### src/hw/psd_pkg.sv
// Package with state codes, flag layout, carriers and timing for the positioning block
package psd_pkg;

  localparam int unsigned TICK_US       = 250;
  localparam int unsigned CLK_MHZ       = 100;
  localparam int unsigned TICK_CYC_DEF  = TICK_US * CLK_MHZ;
  localparam int unsigned US_PER_MS     = 1000;
  localparam logic [2:0]  TICKS_PER_MS  = 3'(US_PER_MS / TICK_US);

  localparam int unsigned POS_W  = 32;
  localparam int unsigned TMO_W  = 19;
  localparam int unsigned FLAG_N = 6;

  // Flag positions follow diag sub-index minus one
  localparam int unsigned FB_REJECT  = 0;
  localparam int unsigned FB_ABORT   = 1;
  localparam int unsigned FB_OVERRUN = 2;
  localparam int unsigned FB_TIMEOUT = 3;
  localparam int unsigned FB_LAG     = 4;
  localparam int unsigned FB_EHALT   = 5;
  localparam logic [FLAG_N-1:0] FLAGS_RST = 6'h00;

  localparam logic [15:0] SC_INIT = 16'h0000, SC_IDLE = 16'h0001, SC_EVAL = 16'h0010;
  localparam logic [15:0] SC_UP   = 16'h0011, SC_CRUISE = 16'h0012, SC_DOWN = 16'h0013;
  localparam logic [15:0] SC_EMERGENCY_HALT_STATE = 16'h0040, SC_STOP = 16'h0041;
  localparam logic [15:0] SC_HB   = 16'h0100, SC_HSS = 16'h0110, SC_HOS = 16'h0111;
  localparam logic [15:0] SC_HSI  = 16'h0120, SC_HES = 16'h0121, SC_HD = 16'h0130;
  localparam logic [15:0] SC_CAL  = 16'h0140, SC_NOCAL = 16'h0141;
  localparam logic [15:0] SC_PRE  = 16'h1000, SC_TGT = 16'h1001, SC_RESTART = 16'h1002;
  localparam logic [15:0] SC_END  = 16'h2000, SC_WARN = 16'h4000, SC_ERR = 16'h8000;
  localparam logic [15:0] SC_UNDEF = 16'hFFFF;

  typedef enum logic [4:0] {
    ST_INIT    = 5'h00, ST_IDLE  = 5'h01, ST_EVAL = 5'h03, ST_UP    = 5'h02,
    ST_CRUISE  = 5'h06, ST_DOWN  = 5'h07, ST_PRE  = 5'h05, ST_TGT   = 5'h04,
    ST_END     = 5'h0C, ST_RESTART = 5'h0D, ST_WARN = 5'h0F, ST_ERR = 5'h0E,
    ST_EMERGENCY_HALT_STATE    = 5'h0A, ST_STOP  = 5'h0B, ST_HB   = 5'h09, ST_HSS   = 5'h08,
    ST_HOS     = 5'h18, ST_HSI   = 5'h19, ST_HES  = 5'h1B, ST_HD    = 5'h1A,
    ST_CAL     = 5'h1E, ST_NOCAL = 5'h1F, ST_UNDEF = 5'h1D
  } psd_state_e;

  typedef enum logic [1:0] {
    CMD_TRAVEL = 2'h0, CMD_HOME = 2'h1, CMD_HOME_IDX = 2'h2, CMD_UNCAL = 2'h3
  } psd_cmd_e;

  typedef struct packed {
    logic [15:0] target_window;
    logic [15:0] timeout_ms;
    logic [15:0] lag_max;
    logic        halt_on_lag;
  } psd_cfg_s;

  typedef struct packed {
    logic up_done;
    logic cruise_done;
    logic setpoint_reached;
    logic stopped;
    logic fault;
    logic reversal;
    logic dir_pos;
  } psd_motion_s;

endpackage

### src/hw/psd_pin_sync.sv
// Three-stage pin synchroniser that accepts a change once stages two and three agree
`timescale 1ns/1ps
`default_nettype none
module psd_pin_sync #(
  parameter int unsigned W = 1
) (
  input  wire logic         i_clk,
  input  wire logic         i_rst,
  input  wire logic [W-1:0] i_pin,
  output logic      [W-1:0] o_level
);

  logic [W-1:0] s1_reg;
  logic [W-1:0] s2_reg;
  logic [W-1:0] s3_reg;
  logic [W-1:0] lvl_reg;
  wire  [W-1:0] agree = ~(s2_reg ^ s3_reg);
  wire  [W-1:0] lvl_next = (agree & s2_reg) | (~agree & lvl_reg);

  always_ff @(posedge i_clk or posedge i_rst) begin
    if (i_rst) begin
      s1_reg  <= '0;
      s2_reg  <= '0;
      s3_reg  <= '0;
      lvl_reg <= '0;
    end else begin
      s1_reg  <= i_pin;
      s2_reg  <= s1_reg;
      s3_reg  <= s2_reg;
      lvl_reg <= lvl_next;
    end
  end

  assign o_level = lvl_reg;

endmodule // psd_pin_sync
`default_nettype wire

### src/hw/psd_positioning.sv
// Positioning state machine with diagnostic flags and state code for one channel
`timescale 1ns/1ps
`default_nettype none
module psd_positioning
  import psd_pkg::*;
#(
  parameter int unsigned TICK_CYCLES = TICK_CYC_DEF
) (
  input  wire logic              i_clk,
  input  wire logic              i_rst,
  input  wire logic              i_start,
  input  wire psd_cmd_e          i_cmd,
  input  wire logic              i_change,
  input  wire logic [POS_W-1:0]  i_target_pos,
  input  wire logic [POS_W-1:0]  i_actual_pos,
  input  wire logic [15:0]       i_actual_lag,
  input  wire logic              i_halt_req,
  input  wire psd_cfg_s          i_cfg,
  input  wire psd_motion_s       i_mot,
  input  wire logic              i_cam_pin,
  input  wire logic              i_index_pin,
  input  wire logic              i_supply_pin,
  output logic [15:0]            o_state_code,
  output logic [FLAG_N-1:0]      o_status_word,
  output logic                   o_warning,
  output logic                   o_hold_loop,
  output logic                   o_calibrated,
  output logic                   o_busy
);

  localparam int unsigned DIV_W = $clog2(TICK_CYCLES);

  function automatic logic [15:0] code_of(input psd_state_e s);
    logic [15:0] c;
    c = SC_UNDEF;
    unique case (s)
      ST_INIT:    c = SC_INIT;
      ST_IDLE:    c = SC_IDLE;
      ST_EVAL:    c = SC_EVAL;
      ST_UP:      c = SC_UP;
      ST_CRUISE:  c = SC_CRUISE;
      ST_DOWN:    c = SC_DOWN;
      ST_PRE:     c = SC_PRE;
      ST_TGT:     c = SC_TGT;
      ST_END:     c = SC_END;
      ST_RESTART: c = SC_RESTART;
      ST_WARN:    c = SC_WARN;
      ST_ERR:     c = SC_ERR;
      ST_EMERGENCY_HALT_STATE:    c = SC_EMERGENCY_HALT_STATE;
      ST_STOP:    c = SC_STOP;
      ST_HB:      c = SC_HB;
      ST_HSS:     c = SC_HSS;
      ST_HOS:     c = SC_HOS;
      ST_HSI:     c = SC_HSI;
      ST_HES:     c = SC_HES;
      ST_HD:      c = SC_HD;
      ST_CAL:     c = SC_CAL;
      ST_NOCAL:   c = SC_NOCAL;
      ST_UNDEF:   c = SC_UNDEF;
      default:    c = SC_UNDEF;
    endcase
    return c;
  endfunction

  function automatic logic [POS_W-1:0] abs_diff(input logic [POS_W-1:0] a,
                                                input logic [POS_W-1:0] b);
    return ($signed(a) > $signed(b)) ? a - b : b - a;
  endfunction

  psd_state_e          state_reg, state_next, ret_reg, ret_next;
  logic [DIV_W-1:0]    div_reg;
  logic                tick_reg;
  logic                start_pend_reg, change_pend_reg, rev_watch_reg, dir_reg;
  psd_cmd_e            cmd_reg;
  logic [POS_W-1:0]    target_reg, chg_tgt_reg;
  logic [TMO_W-1:0]    tmo_reg;
  logic [FLAG_N-1:0]   flags_reg, flag_set, flag_clr;
  logic                calib_reg;
  logic [15:0]         code_reg;
  logic                warn_reg, hold_reg, busy_reg;
  logic                cam_lvl, index_lvl, supply_lvl;

  psd_pin_sync #(.W(3)) u_sync (
    .i_clk   (i_clk),
    .i_rst   (i_rst),
    .i_pin   ({i_cam_pin, i_index_pin, i_supply_pin}),
    .o_level ({cam_lvl, index_lvl, supply_lvl})
  );

  // Tick divider; the machine only moves on this strobe
  wire div_wrap = (div_reg == DIV_W'(TICK_CYCLES - 1));
  always_ff @(posedge i_clk or posedge i_rst) begin
    if (i_rst) begin
      div_reg  <= '0;
      tick_reg <= 1'b0;
    end else begin
      div_reg  <= div_wrap ? '0 : div_reg + 1'b1;
      tick_reg <= div_wrap;
    end
  end

  wire in_travel = (state_reg == ST_EVAL) || (state_reg == ST_UP) || (state_reg == ST_CRUISE)
                || (state_reg == ST_DOWN) || (state_reg == ST_PRE) || (state_reg == ST_RESTART)
                || (state_reg == ST_WARN);
  wire in_homing = (state_reg == ST_HB) || (state_reg == ST_HSS) || (state_reg == ST_HOS)
                || (state_reg == ST_HSI) || (state_reg == ST_HES);
  wire running   = in_travel || in_homing;
  wire ramping   = (state_reg == ST_UP) || (state_reg == ST_CRUISE) || (state_reg == ST_DOWN);
  wire lag_hit   = (i_cfg.lag_max != 16'h0000) && (i_actual_lag > i_cfg.lag_max);
  wire in_window = abs_diff(i_actual_pos, target_reg) <= POS_W'(i_cfg.target_window);
  wire [TMO_W-1:0] tmo_lim = TMO_W'(i_cfg.timeout_ms) * TMO_W'(TICKS_PER_MS);
  wire tmo_hit   = (tmo_reg >= tmo_lim);
  wire halt_now  = running && (i_halt_req || (lag_hit && i_cfg.halt_on_lag));
  wire fault_now = running && i_mot.fault;
  wire past_tgt  = dir_reg ? ($signed(i_actual_pos) > $signed(target_reg))
                           : ($signed(i_actual_pos) < $signed(target_reg));
  wire step      = tick_reg && supply_lvl;

  // Next state, evaluated once per tick
  always_comb begin
    state_next = state_reg;
    ret_next   = ret_reg;
    if (tick_reg && !supply_lvl) begin
      state_next = ST_UNDEF;
    end else if (step && halt_now) begin
      state_next = ST_EMERGENCY_HALT_STATE;
    end else if (step && fault_now) begin
      state_next = ST_ERR;
    end else if (step && in_travel && lag_hit && state_reg != ST_WARN) begin
      state_next = ST_WARN;
      ret_next   = state_reg;
    end else if (step && ramping && change_pend_reg) begin
      state_next = ST_RESTART;
    end else if (step) begin
      unique case (state_reg)
        ST_UNDEF:   state_next = ST_INIT;
        ST_INIT:    state_next = ST_IDLE;
        ST_IDLE: begin
          if (start_pend_reg) begin
            unique case (cmd_reg)
              CMD_TRAVEL:   state_next = ST_EVAL;
              CMD_HOME:     state_next = ST_HB;
              CMD_HOME_IDX: state_next = ST_HB;
              CMD_UNCAL:    state_next = ST_NOCAL;
            endcase
          end
        end
        ST_EVAL:    state_next = ST_UP;
        ST_UP:      if (i_mot.up_done) state_next = ST_CRUISE;
        ST_CRUISE:  if (i_mot.cruise_done) state_next = ST_DOWN;
        ST_DOWN:    if (i_mot.setpoint_reached) state_next = ST_PRE;
        ST_PRE: begin
          if (in_window) begin
            state_next = ST_TGT;
          end else if (tmo_hit) begin
            state_next = ST_WARN;
            ret_next   = ST_END;
          end
        end
        ST_TGT:     state_next = ST_END;
        ST_END:     state_next = ST_INIT;
        ST_RESTART: state_next = ST_UP;
        ST_WARN:    state_next = ret_reg;
        ST_ERR:     state_next = ST_INIT;
        ST_EMERGENCY_HALT_STATE:    if (i_mot.stopped) state_next = ST_STOP;
        ST_STOP:    if (!i_halt_req) state_next = ST_INIT;
        ST_HB:      state_next = ST_HSS;
        ST_HSS:     if (cam_lvl) state_next = ST_HOS;
        ST_HOS:     state_next = (cmd_reg == CMD_HOME_IDX) ? ST_HSI : ST_HES;
        ST_HSI:     if (index_lvl) state_next = ST_HD;
        ST_HES:     if (!cam_lvl) state_next = ST_HD;
        ST_HD:      state_next = ST_CAL;
        ST_CAL:     state_next = ST_INIT;
        ST_NOCAL:   state_next = ST_INIT;
      endcase
    end
  end

  // Flag events; a set beats a clear landing in the same cycle
  always_comb begin
    flag_set = FLAGS_RST;
    flag_set[FB_ABORT]   = step && (halt_now || fault_now);
    flag_set[FB_EHALT]   = step && halt_now;
    flag_set[FB_LAG]     = step && in_travel && lag_hit;
    flag_set[FB_TIMEOUT] = step && (state_reg == ST_PRE) && !in_window && tmo_hit;
    flag_set[FB_OVERRUN] = step && rev_watch_reg && past_tgt;
    flag_set[FB_REJECT]  = step && change_pend_reg && !ramping;
    flag_clr = {FLAG_N{step && (state_reg == ST_IDLE) && start_pend_reg}};
  end

  // Starts outside idle are dropped so they cannot disturb a running command
  wire take_start  = i_start && (state_reg == ST_IDLE);
  // A change moves the target only once taken; a rejected one leaves it alone
  wire take_change = (state_next == ST_RESTART) && (state_reg != ST_RESTART);

  // Host strobes may come at any clock; hold them until the next tick
  always_ff @(posedge i_clk or posedge i_rst) begin
    if (i_rst) begin
      start_pend_reg  <= 1'b0;
      change_pend_reg <= 1'b0;
      cmd_reg         <= CMD_TRAVEL;
      target_reg      <= '0;
      chg_tgt_reg     <= '0;
    end else begin
      start_pend_reg  <= take_start || (start_pend_reg && !step);
      change_pend_reg <= i_change || (change_pend_reg && !step);
      if (take_start) cmd_reg <= i_cmd;
      if (take_start) target_reg <= i_target_pos;
      else if (take_change) target_reg <= chg_tgt_reg;
      if (i_change) chg_tgt_reg <= i_target_pos;
    end
  end

  always_ff @(posedge i_clk or posedge i_rst) begin
    if (i_rst) begin
      state_reg <= ST_INIT;
      ret_reg   <= ST_INIT;
      flags_reg <= FLAGS_RST;
      tmo_reg   <= '0;
      calib_reg <= 1'b0;
    end else begin
      state_reg <= state_next;
      ret_reg   <= ret_next;
      flags_reg <= flag_set | (flags_reg & ~flag_clr);
      if (state_reg != ST_PRE) tmo_reg <= '0;
      else if (step && !tmo_hit) tmo_reg <= tmo_reg + 1'b1;
      if (step && state_reg == ST_HD) calib_reg <= 1'b1;
      else if (step && state_reg == ST_NOCAL) calib_reg <= 1'b0;
    end
  end

  // Reversal watch armed when a late change turns the motor round
  always_ff @(posedge i_clk or posedge i_rst) begin
    if (i_rst) begin
      rev_watch_reg <= 1'b0;
      dir_reg       <= 1'b0;
    end else if (step && state_reg == ST_RESTART && i_mot.reversal) begin
      rev_watch_reg <= 1'b1;
      dir_reg       <= i_mot.dir_pos;
    end else if (state_reg == ST_END || state_reg == ST_INIT) begin
      rev_watch_reg <= 1'b0;
    end
  end

  // Registered outputs; code lags the state by one clock, far below a tick
  always_ff @(posedge i_clk or posedge i_rst) begin
    if (i_rst) begin
      code_reg <= SC_INIT;
      warn_reg <= 1'b0;
      hold_reg <= 1'b0;
      busy_reg <= 1'b0;
    end else begin
      code_reg <= code_of(state_reg);
      warn_reg <= flags_reg[FB_REJECT] || flags_reg[FB_ABORT] || flags_reg[FB_OVERRUN]
               || flags_reg[FB_LAG];
      hold_reg <= (state_reg == ST_PRE) || (state_reg == ST_TGT);
      busy_reg <= running;
    end
  end

  assign o_state_code  = code_reg;
  assign o_status_word = flags_reg;
  assign o_warning     = warn_reg;
  assign o_hold_loop   = hold_reg;
  assign o_calibrated  = calib_reg;
  assign o_busy        = busy_reg;
endmodule // psd_positioning
`default_nettype wire

### config.mk
export PLATFORM = sky130hd
export DESIGN_NAME = psd_positioning
export DESIGN_NICKNAME = d
export VERILOG_FILES = /design/src/hw/psd_pkg.sv /design/src/hw/psd_pin_sync.sv /design/src/hw/psd_positioning.sv
export SDC_FILE = /design/constraint.sdc
export NUM_CORES = 1
export LEC_CHECK = 0
export ABC_CLOCK_PERIOD_IN_PS = 7500
export BUFFER_PORTS_ARGS = -buffer_cell sky130_fd_sc_hd__buf_2
export CAP_MARGIN = 20
export CORE_MARGIN = 2
export CORE_UTILIZATION = 55
export CTS_BUF_LIST = sky130_fd_sc_hd__clkbuf_16
export DETAILED_ROUTE_END_ITERATION = 16
export GPL_TIMING_DRIVEN = 0
export PLACE_DENSITY = 0.84
export SKIP_LAST_GASP = 1
export SYNTH_ARGS = -nofsm -noshare
export SYNTH_HDL_FRONTEND = slang
export SYNTH_SLANG_ARGS = --single-unit
### constraint.sdc
create_clock -name i_clk -period 7.5 [get_ports i_clk]
set_clock_uncertainty 0.15 [all_clocks]
set_input_delay 0 -clock i_clk [delete_from_list [all_inputs] [get_ports i_clk]]
set_output_delay 0 -clock i_clk [all_outputs]
set_load 0.03 [all_outputs]
# Word-level counts from Yosys, hierarchy flattened

Memories as Yosys holds them, arrays and structs flattened. A register that Yosys moved wholly into a read port is not among the register bits.
Cells that the tools add are included.

Bits in registers: 137
Bits in read-only memories: 512
Input port bits: 146
Output and inout bits: 26
Memories kept: 1

Memory list:

| name             | depth | width | rd ports | clocked after Yosys merged registers in | wr ports | RTL line              | source |
|---|---|---|---|---|---|---|---|
| (name not given) | 32    | 16    | 1        | 1                                       | 0        | psd_positioning.sv:36 | `unique case (s)` |

Add/subtract/negate cells: 4
$lt $le $gt $ge: 5
Eq/ne operators: 32
Mux-type cells: 37
Bitwise gates (word level): 12
Reduce and logical (&&, ||, !) cells: 73

Operators with widths:

| kind                  | number |
|---|---|
| $mux 5                | 23 |
| $mux 32               | 3 |
| $pmux 5 s18           | 1 |
| $sub 32x32->32        | 2 |
| $eq 5x4->1 const B    | 9 |
| $mux 19               | 2 |
| $eq 5x5->1 const B    | 7 |
| $gt 32x32->1          | 1 |
| $le 32x16->1          | 1 |
| $logic_and 1x1->1     | 32 |
| $lt 32x32->1          | 1 |
| $logic_or 1x1->1      | 22 |
| $eq 5x3->1 const B    | 4 |
| $add 19x1->19 const B | 1 |
| $ge 19x18->1          | 1 |
| $gt 16x16->1          | 1 |
| $reduce_bool 16->1    | 1 |
| $add 15x1->15 const B | 1 |
| $eq 15x15->1 const B  | 1 |
| $mux 15               | 1 |
| $pmux 5 s3            | 1 |
| $reduce_bool 2->1     | 7 |
| $eq 5x2->1 const B    | 2 |
| $ne 5x4->1 const B    | 2 |
| 22 further kinds      | 36 |

# Depth between registers and ports, before layout

Gate-level depths: netlist of run 1.

Depth after elaboration: 18
Mapped depth: 31
Mapped depth without buffers: 28

# Modules after synthesis

A second synthesis of run 1 with hierarchy kept.

Cell total of the unflattened synthesis: 1,398
Area total of the unflattened synthesis: 11,821.3 um^2

By module, submodules not included:

| module          | times used | cells an instance | area each (um^2) | seq. area each (um^2) |
|---|---|---|---|---|
| psd_positioning | 1          | 1,382             | 11,483.5         | 3,403.3 |
| psd_pin_sync    | 1          | 16                | 337.8            | 300.3 |

# Worst setup path before layout of run 1

Ideal clock, no wire load.

Path kind: register -> register
Start point: reg target_reg[0]
End point: reg target_reg[28]
Library setup time: 0.137 ns
Arrival time: 6.034 ns
Data required time: 7.213 ns
Setup slack: 1.178 ns
Cell stages (with the launch flop): 29
Buffers on the path: 3
Clock period less this slack: 6.322 ns
Cells stage by stage: dfrtp_1 > ha_1 > inv_1 > fa_1 > a211oi_2 > o211ai_1 > o211ai_2 > a21oi_2 > o311a_4 > nor3_4 > buf_2 > buf_1 > mux2i_1 > xor2_1 > ha_1 > a211oi_1 > nor2_1 > nor3_1 > nor2_1 > o31a_1 > or4_1 > nor4_1 > nand4_1 > a211oi_2 > a211oi_1 > a211oi_4 > buf_8 > mux2i_1 > a21oi_1

Cells in the longest elaborated chain, start to end: 14
Elaborated cells on any way between the ends: 16
Those cells by class: add/sub: 2; order compare: 2; eq/ne: 1; mux: 9; reduce/logical: 2

Ends and longest elaborated chain:

| item                                           | RTL line               | source |
|---|---|---|
| start, declared                                | psd_positioning.sv:75  | `logic [POS_W-1:0] target_reg, chg_tgt_reg;` |
| start signal, assigned                         | psd_positioning.sv:208 | `if (take_start) target_reg <= i_target_pos;` |
| start signal, assigned                         | psd_positioning.sv:209 | `else if (take_change) target_reg <= chg_tgt_reg;` |
| $sub 32x32->32 or $gt 32x32->1 (tied branches) | psd_positioning.sv:67  | `return ($signed(a) > $signed(b)) ? a - b : b - a;` |
| $mux 32 (*)                                    | psd_positioning.sv:67  |  |
| $le 32x16->1 (*)                               | psd_positioning.sv:110 | `wire in_window = abs_diff(i_actual_pos, target_reg) <= POS_W'(i_cfg.target_window);` |
| $mux 5 (*)                                     | psd_positioning.sv:153 | `if (in_window) begin` |
| $pmux 5 s18 (*)                                | psd_positioning.sv:135 | `unique case (state_reg)` |
| $mux 5 (*)                                     | psd_positioning.sv:134 | `end else if (step) begin` |
| $mux 5 (*)                                     | psd_positioning.sv:132 | `end else if (step && ramping && change_pend_reg) begin` |
| $mux 5 (*)                                     | psd_positioning.sv:129 | `end else if (step && in_travel && lag_hit && state_reg != ST_WARN) begin` |
| $mux 5 (*)                                     | psd_positioning.sv:127 | `end else if (step && fault_now) begin` |
| $mux 5 (*)                                     | psd_positioning.sv:125 | `end else if (step && halt_now) begin` |
| $mux 5 (*)                                     | psd_positioning.sv:123 | `if (tick_reg && !supply_lvl) begin` |
| $eq 5x4->1 (*)                                 | psd_positioning.sv:194 | `wire take_change = (state_next == ST_RESTART) && (state_reg != ST_RESTART);` |
| $logic_and 1x1->1 (*)                          | psd_positioning.sv:194 |  |
| $reduce_bool 2->1 (no line) (*)                | --                     |  |

Mark *: on every way between the ends. The rest lies on a longest branch, timed or not.
A chain may end at the register's enable or synchronous reset.

# Final worst setup path of run 1

Start point: reg target_reg[0]
End point: reg target_reg[9]

The elaborated chain is that of the path after synthesis.

==> summary.txt, run 1 <==
Synth
  • Largest family of logic cells by synthesized area: compound AO/OA/AOI/OAI gates
  • Synth cell types: 84
  • Area share of xor/xnor cells in the synthesized design: 3.596%
  • Seq cells post-synth: 148
  • Mux cell area share after synthesis: 6.843%
  • Post-synth EDFFs: 0
  • Post-synthesis compound-gate area fraction: 21.53%
  • Cell count after synthesis: 1443
  • Post-Synth Adder-Cell Area: 13.01%
  • Mean Syn Cell Area: 8.438 µm²
  • Post-Syn Nets: 1712
  • Register area share after synthesis: 30.42%
  • Post-Syn Area: 0.01218 mm²
  • Ys Warns: 0
  • Async SR Flop Fraction: 100.0%
  • Simple-gate portion of the synthesized area: 16.99%
  • Top_reg_cell synth: dfrtp_1

Finish
  • Layout cells sized above 1: 18.76%
  • Commonest non-fill, non-tap cells in the layout: buf_2, dfrtp_1, inv_1
  • Design area: 0.01460 mm²
  • Nets: 1956
  • Register area: 0.003704 mm²
  • FILL cells: 1748
  • Non-Filler Instances: 1981
  • Area delta synth->final: 19.92%
  • Commonest non-fill, non-tap cell in the layout: buf_2
  • Multi-input gate area: 0.007611 mm²

Clocking
  • Clock Path Buffers: 2
  • H-tree depth: 4
  • Root buffer cell: clkbuf_16
  • Clock latency at the later pin of the worst-skew pair: 440 ps
  • CTS clk-pin slew, worst paths: 70 ps
  • CTS buffer count: 17
  • CTS Sinks: 148
  • CTS tree: yes

Floorplan
  • # rows: 54
  • Die height: 152.8 µm
  • Chip width: 152.8 µm
  • Core area: 0.02176 mm²
  • Die area: 0.02335 mm²
  • Initial Utilization: 55.97%
  • Io pins: 172

Routing
  • Remaining routing DRC violations: 0
  • Final ANT Viol Nets: 0
  • DR vias: 11860
  • First-pass iteration count of the detailed router: 6
  • Wire per inst: 18.25 µm
  • DRT iter0 DRCs: 906
  • Routed Wire Length: 36160 µm
  • Vias per cell: 5.987

Critical path
  • Worst-path maximum fanout: 10
  • Setup CP Type: reg -> reg
  • Worst Setup End Kind: flip-flop
  • Critical Path RT: 7640 ps
  • Crit-path max cell delay: 560 ps
  • Setup crit start kind: flip-flop
  • Data arrival time of the worst path: 7330 ps
  • Slowest stage cell on the critical path: or4_1

Timing
  • RSZ-0062 raised after global routing: true
  • Final Hold Violating Endpoints: 0
  • Crit path time final: 7196 ps
  • F_max: 139.0 MHz
  • Final max-slew violation count: 0
  • Setup violators final: 0
  • Post-Route Hold Slack: 29.76 ps
  • Setup TNS: 0 ps
  • Period utilization: 95.95%
  • Worst slew margin: 49.00%
  • Worst-margin pin slew: 745.8 ps

Power
  • VDD IR-drop max: 0.1702 mV
  • Power per standard cell area: 140.0 mW/mm²
  • Leakage: 0.006777 µW
  • Overall power: 2045 µW

GRT
  • Largest net degree at the start of global routing: 89
  • Total GRT Usage: 30.51%
  • First-pass GRT wire length: 58170 µm
  • Initial antenna violation count: 1
  • GRT overflow: 0
  • Vias in the first global route: 11870

Place
  • Placed Cells: 1894
  • Detailed Place HPWL: 27630 µm
  • Buffers on Ports: 170
  • Cell Area, Placed: 0.01341 mm²
  • Gpl congestion: 0.9798

Hold path
  • Hold Crit Class: in -> async

Job
  • Maxcap violations: 0

Outcome
  • Status: completed
-- power breakdown --
group / switching [µW] / internal (µW) / total (µW)
combinational: 206 / 170 / 376
sequential: 14.2 / 820 / 834
clock: 370 / 464 / 834
total: 590 / 1450 / 2040
-- kinds of logic (layout without fill, tap and decap cells) --
kind of cell / Yosys count / count (layout)
AOI/OAI and AO/OA: 403 / 403
muxes: 78 / 78
xor gates and xnor gates: 50 / 50
and+or+nand+nor: 429 / 429
buffers and inverters: 209 / 466
DFF: 148 / 148
other: 0 / 1
adders and majority gates: 126 / 126
-- worst max-delay path: cells and delay by family (launching register included) --
kind,cells,cell delay [ps]
AOI/OAI and AO/OA,14,2800
xor gates and xnor gates,1,160
adders and majority gates,3,910
buffers and inverters,4,550
DFF,1,380
muxes,1,260
and+or+nand+nor,6,1800
-- per-layer routing --
| layer | vias up | GRT usage, % | wire length, µm |
|---|---|---|---|
| met5 | - | 0 | 0 |
| met4 | 0 | 12.83 | 1338 |
| met3 | 111 | 4.522 | 2468 |
| met2 | 492 | 52.42 | 17560 |
| met1 | 5630 | 38.45 | 14790 |
| li1 | 5627 | - | - |
-- path summary, 6_finish.rpt --
kind / endpoint / cells after the start / slack (ps) / startpoint
setup / recovery: target_reg[9] / 29 / 300 / target_reg[0]
hold / removal: tmo_reg[7] / 3 / 30 / i_rst
setup reg to reg: target_reg[9] / 29 / 300 / target_reg[0]
hold reg to reg: u_sync.s2_reg[0] / 0 / 200 / u_sync.s1_reg[0]
max in group asynchronous: o_state_code[15] / 4 / 6320 / i_rst
min in group i_clk: u_sync.s1_reg[0] / 2 / 50 / i_supply_pin
-- per-stage QoR --
stage | worst slack, ps | utilization (%)
final | 303.7 | 67.12
after global routing | -16.42 | 67.12
after detailed placement | -183.9 | 61.64
after global placement | -124.2 | 61.49
after CTS | 10.69 | 66.53
after floorplan | 1178 | -
-- what timing repair did --
item / in CTS / in global routing
hold buffers: 49 / 0
endpoints found under the setup margin: 30 / 37
hold endpoints to repair: 135 / 0
buffers inserted: 0 / 5
pin swaps: 0 / 7
gates resized for setup: 1 / 19
-- synth_stat cells (8+ instances only) --
cell | count | area [µm²]
o221ai_1 | 9 | 78.83
xnor2_1 | 28 | 245.2
inv_1 | 137 | 514.2
nand4_1 | 36 | 225.2
nand3_1 | 34 | 170.2
a21oi_1 | 133 | 665.6
a211o_1 | 8 | 70.07
o211ai_1 | 13 | 97.59
buf_4 | 10 | 75.07
dfrtp_1 | 148 | 3704
and2_1 | 8 | 50.05
nand2_1 | 112 | 420.4
buf_2 | 16 | 80.08
mux2i_1 | 39 | 390.4
o21a_1 | 20 | 150.1
or3_1 | 15 | 93.84
o21ai_0 | 83 | 415.4
nor2_1 | 126 | 473.0
clkbuf_1 | 34 | 127.6
ha_1 | 121 | 1514
a31oi_1 | 9 | 56.30
a211oi_1 | 11 | 82.58
nor3_1 | 25 | 125.1
a21o_1 | 28 | 210.2
nor2b_1 | 14 | 87.58
nor4_1 | 12 | 75.07
mux2_2 | 37 | 416.7
and3_1 | 13 | 81.33
xor2_1 | 22 | 192.7
-- cell type report --
type,instances,area share (%)
clock inverter,15,1.002
clock buffer,17,2.913
multi-input combinational,1086,52.12
timing repair buffer,225,9.716
antenna,1,0.01714
sequential,148,25.36
tap,280,2.399
inverter,138,3.582
buffer,71,2.887
Note: power is estimated with default switching activity, not from simulation.
==> run 2: changes to the inputs <==
--- a/config.mk
+++ b/config.mk
@@ -12,4 +12,5 @@
 export CORE_UTILIZATION = 55
 export CTS_BUF_LIST = sky130_fd_sc_hd__clkbuf_16
+export CTS_CLUSTER_DIAMETER = 200
 export DETAILED_ROUTE_END_ITERATION = 16
 export GPL_TIMING_DRIVEN = 0
==> constraint.sdc (replaced) <==
create_clock -name i_clk -period 7.5 [get_ports i_clk]
set_clock_uncertainty 0.15 [all_clocks]
set_input_delay 1.5 -clock i_clk [delete_from_list [all_inputs] [get_ports i_clk]]
set_output_delay 1.5 -clock i_clk [all_outputs]
set_load 0.03 [all_outputs]
==> run 2 against run 1 <==
  * Non-clock buffer count is 32 lower
  * Critical path depth grew 2
  * The flow now finishes with violations (negative setup slack)
  * Via count decreased by 1.1%
  * Die area unchanged
  * Worst hold slack better by 180 ps
  * Highest routed layer unchanged
  * Wire length decreased by 0.51%
  * Clock power grew 5.2%
  * Core utilization down 0.63 points
  * First-iteration DRC count rose by 9.6%
  * Global-route usage decreased by 0.71 points
  * Sequential share of layout area increased by 0.24 points
  * Count of clock-buffer cells in the layout is the same
==> summary.txt, run 2 (synthesis results as in run 1) <==
Clocking
  • CTS buffer count: 17 (unchanged)
  • H-tree depth: 4 (unchanged)
  • Cts hold-fix bufs: 0 (-100%)
  • CTS clk-pin slew, worst paths: 70 ps (about the same)
  • CTS Sinks: 148 (unchanged)
  • Clock latency at the later pin of the worst-skew pair: 440 ps (about the same)
  • CTS tree: yes
  • Clock Path Buffers: 2 (unchanged)
  • Root buffer cell: clkbuf_16

Critical path
  • Worst Setup End Kind: flip-flop
  • Worst-path maximum fanout: 8 (-2)
  • Setup crit start kind: input port
  • R2R Setup Slk: 570 ps (+270 ps)
  • Data arrival time of the worst path: 7830 ps (+500 ps)
  • Setup CP Type: in -> reg
  • CP dominant cell by count: a211oi_4
  • Crit-path max cell delay: 470 ps (-90 ps)
  • Slowest stage cell on the critical path: or3_4
  • Critical Path RT: 7640 ps (about the same)

Finish
  • Area delta synth->final: 18.79%
  • FILL cells: 1839 (+5.2%)
  • Commonest non-fill, non-tap cells in the layout: buf_2, dfrtp_1, inv_1
  • Nets: 1924 (-1.6%)
  • Commonest non-fill, non-tap cell in the layout: buf_2
  • Final core utilization: 66.49% (-0.63 points)
  • Layout cells sized above 1: 21.16% (+2.4 points)

Routing
  • Wire per inst: 18.43 µm (+0.97%)
  • DRT iter0 DRCs: 993 (+9.6%)
  • Final ANT Viol Nets: 0 (unchanged)
  • Routed Wire Length: 35970 µm (-0.51%)
  • First-pass iteration count of the detailed router: 6 (unchanged)
  • Vias per cell: 6.010 (+0.39%)
  • DR vias: 11730 (-1.1%)
  • Remaining routing DRC violations: 0 (unchanged)

Timing
  • Final Hold Violating Endpoints: 0 (unchanged)
  • Setup violators final: 31 (+31)
  • Final worst-path setup slack: -193.0 ps (-496.7 ps)
  • Worst slew margin: 50.80% (+1.8 points)
  • Worst-margin pin slew: 738.0 ps (-7.748 ps)
  • Crit path time final: 7693 ps (+496.7 ps)
  • Period utilization: 102.6% (+6.6 points)
  • F_max: 130.0 MHz (-6.5%)
  • Setup TNS: -3385 ps (-3385 ps)
  • Final max-slew violation count: 0 (unchanged)
  • RSZ-0062 raised after global routing: true

Place
  • Detailed Place HPWL: 27330 µm (-1.1%)
  • Placement Setup Slack: -1413 ps (-1229 ps)
  • Buffers on Ports: 170 (unchanged)
  • Gpl congestion: 0.9896 (+1.0%)

GRT
  • Vias in the first global route: 11310 (-4.7%)
  • Initial antenna violation count: 3 (+2)
  • Total GRT Usage: 29.80% (-0.71 points)
  • First-pass GRT wire length: 56590 µm (-2.7%)
  • Largest net degree at the start of global routing: 81 (-9.0%)
  • GRT overflow: 0 (unchanged)

Floorplan
  • # rows: 54 (unchanged)
  • Initial Utilization: 55.97% (unchanged)
  • Io pins: 172 (unchanged)
  • Chip width: 152.8 µm (unchanged)
  • Die height: 152.8 µm (unchanged)
  • Core area: 0.02176 mm² (unchanged)
  • Die area: 0.02335 mm² (unchanged)

Hold path
  • Hold Crit Class: reg -> reg

Outcome
  • Failing checks: negative setup slack
  • Status: finished with violations

Power
  • Leakage: 0.006721 µW (-0.82%)
  • Power per standard cell area: 144.8 mW/mm² (+3.4%)
  • VDD IR-drop max: 0.1751 mV (+2.9%)

Job
  • Maxcap violations: 0 (unchanged)
[run 2: final cells by class]
class	count	area [µm²]	share of cell area (%)
inverter	138	525.5	3.633
antenna	4	10.01	0.06920
multi-input combinational	1086	7696	53.20
sequential	148	3704	25.60
clock inverter	15	168.9	1.168
tap	280	350.3	2.422
timing repair buffer	194	1136	7.854
buffer	70	449.2	3.105
clock buffer	17	425.4	2.941
[run 2: critical path, delay by kind of cell]
family                     cells  cell delay [ps]
adders and majority gates      3              820
buffers and inverters          8             1110
and+or+nand+nor                4             1200
muxes                          2              490
AOI/OAI and AO/OA             14             2690
[run 2: where the power goes]
part           switching, µW  internal [µW]  total (µW)
Sequential              13.8            820         834
Combinational            212            172         384
Clock                    376            501         877
Total                    602           1490        2090
[run 2: path summary, 6_finish.rpt]
check                                   endpoint              from  cells past startpoint
worst min-delay path            u_sync.s2_reg[1]  u_sync.s1_reg[1]                      0
worst max-delay path              target_reg[14]   i_actual_pos[0]                     31
worst min register to register  u_sync.s2_reg[1]  u_sync.s1_reg[1]                      0
max in group asynchronous        o_state_code[8]             i_rst                      3
min in group asynchronous         chg_tgt_reg[5]             i_rst                      2
worst max register to register    target_reg[14]     target_reg[0]                     29
[run 2: metal layers]
layer,vias up,wire length [µm],track usage (%)
met3,104,2314,4.465
met4,0,1313,11.60
met5,-,0,0
li1,5561,-,-
met1,5535,14780,37.65
met2,532,17560,51.53
[run 2: through the flow]
stage / hold slack, ps / area, µm² / cells / power [µW]
finish: 205.6 / 14470 / 1952 / 2094
global route: 211.2 / 14470 / 1952 / 2183
CTS: 210.9 / 14200 / 1935 / 2081
detailed placement: 191.8 / 13410 / 1894 / 1191
global placement: 185.3 / 13380 / 1893 / 1177
floorplan: 181.2 / 12180 / 1443 / 1074
[run 2: what timing repair did]
item	4_1_cts	5_1_grt
setup buffers	9	11
resized for setup	24	31
cloned	1	2
pin swaps	15	60
setup endpoints to repair	39	37
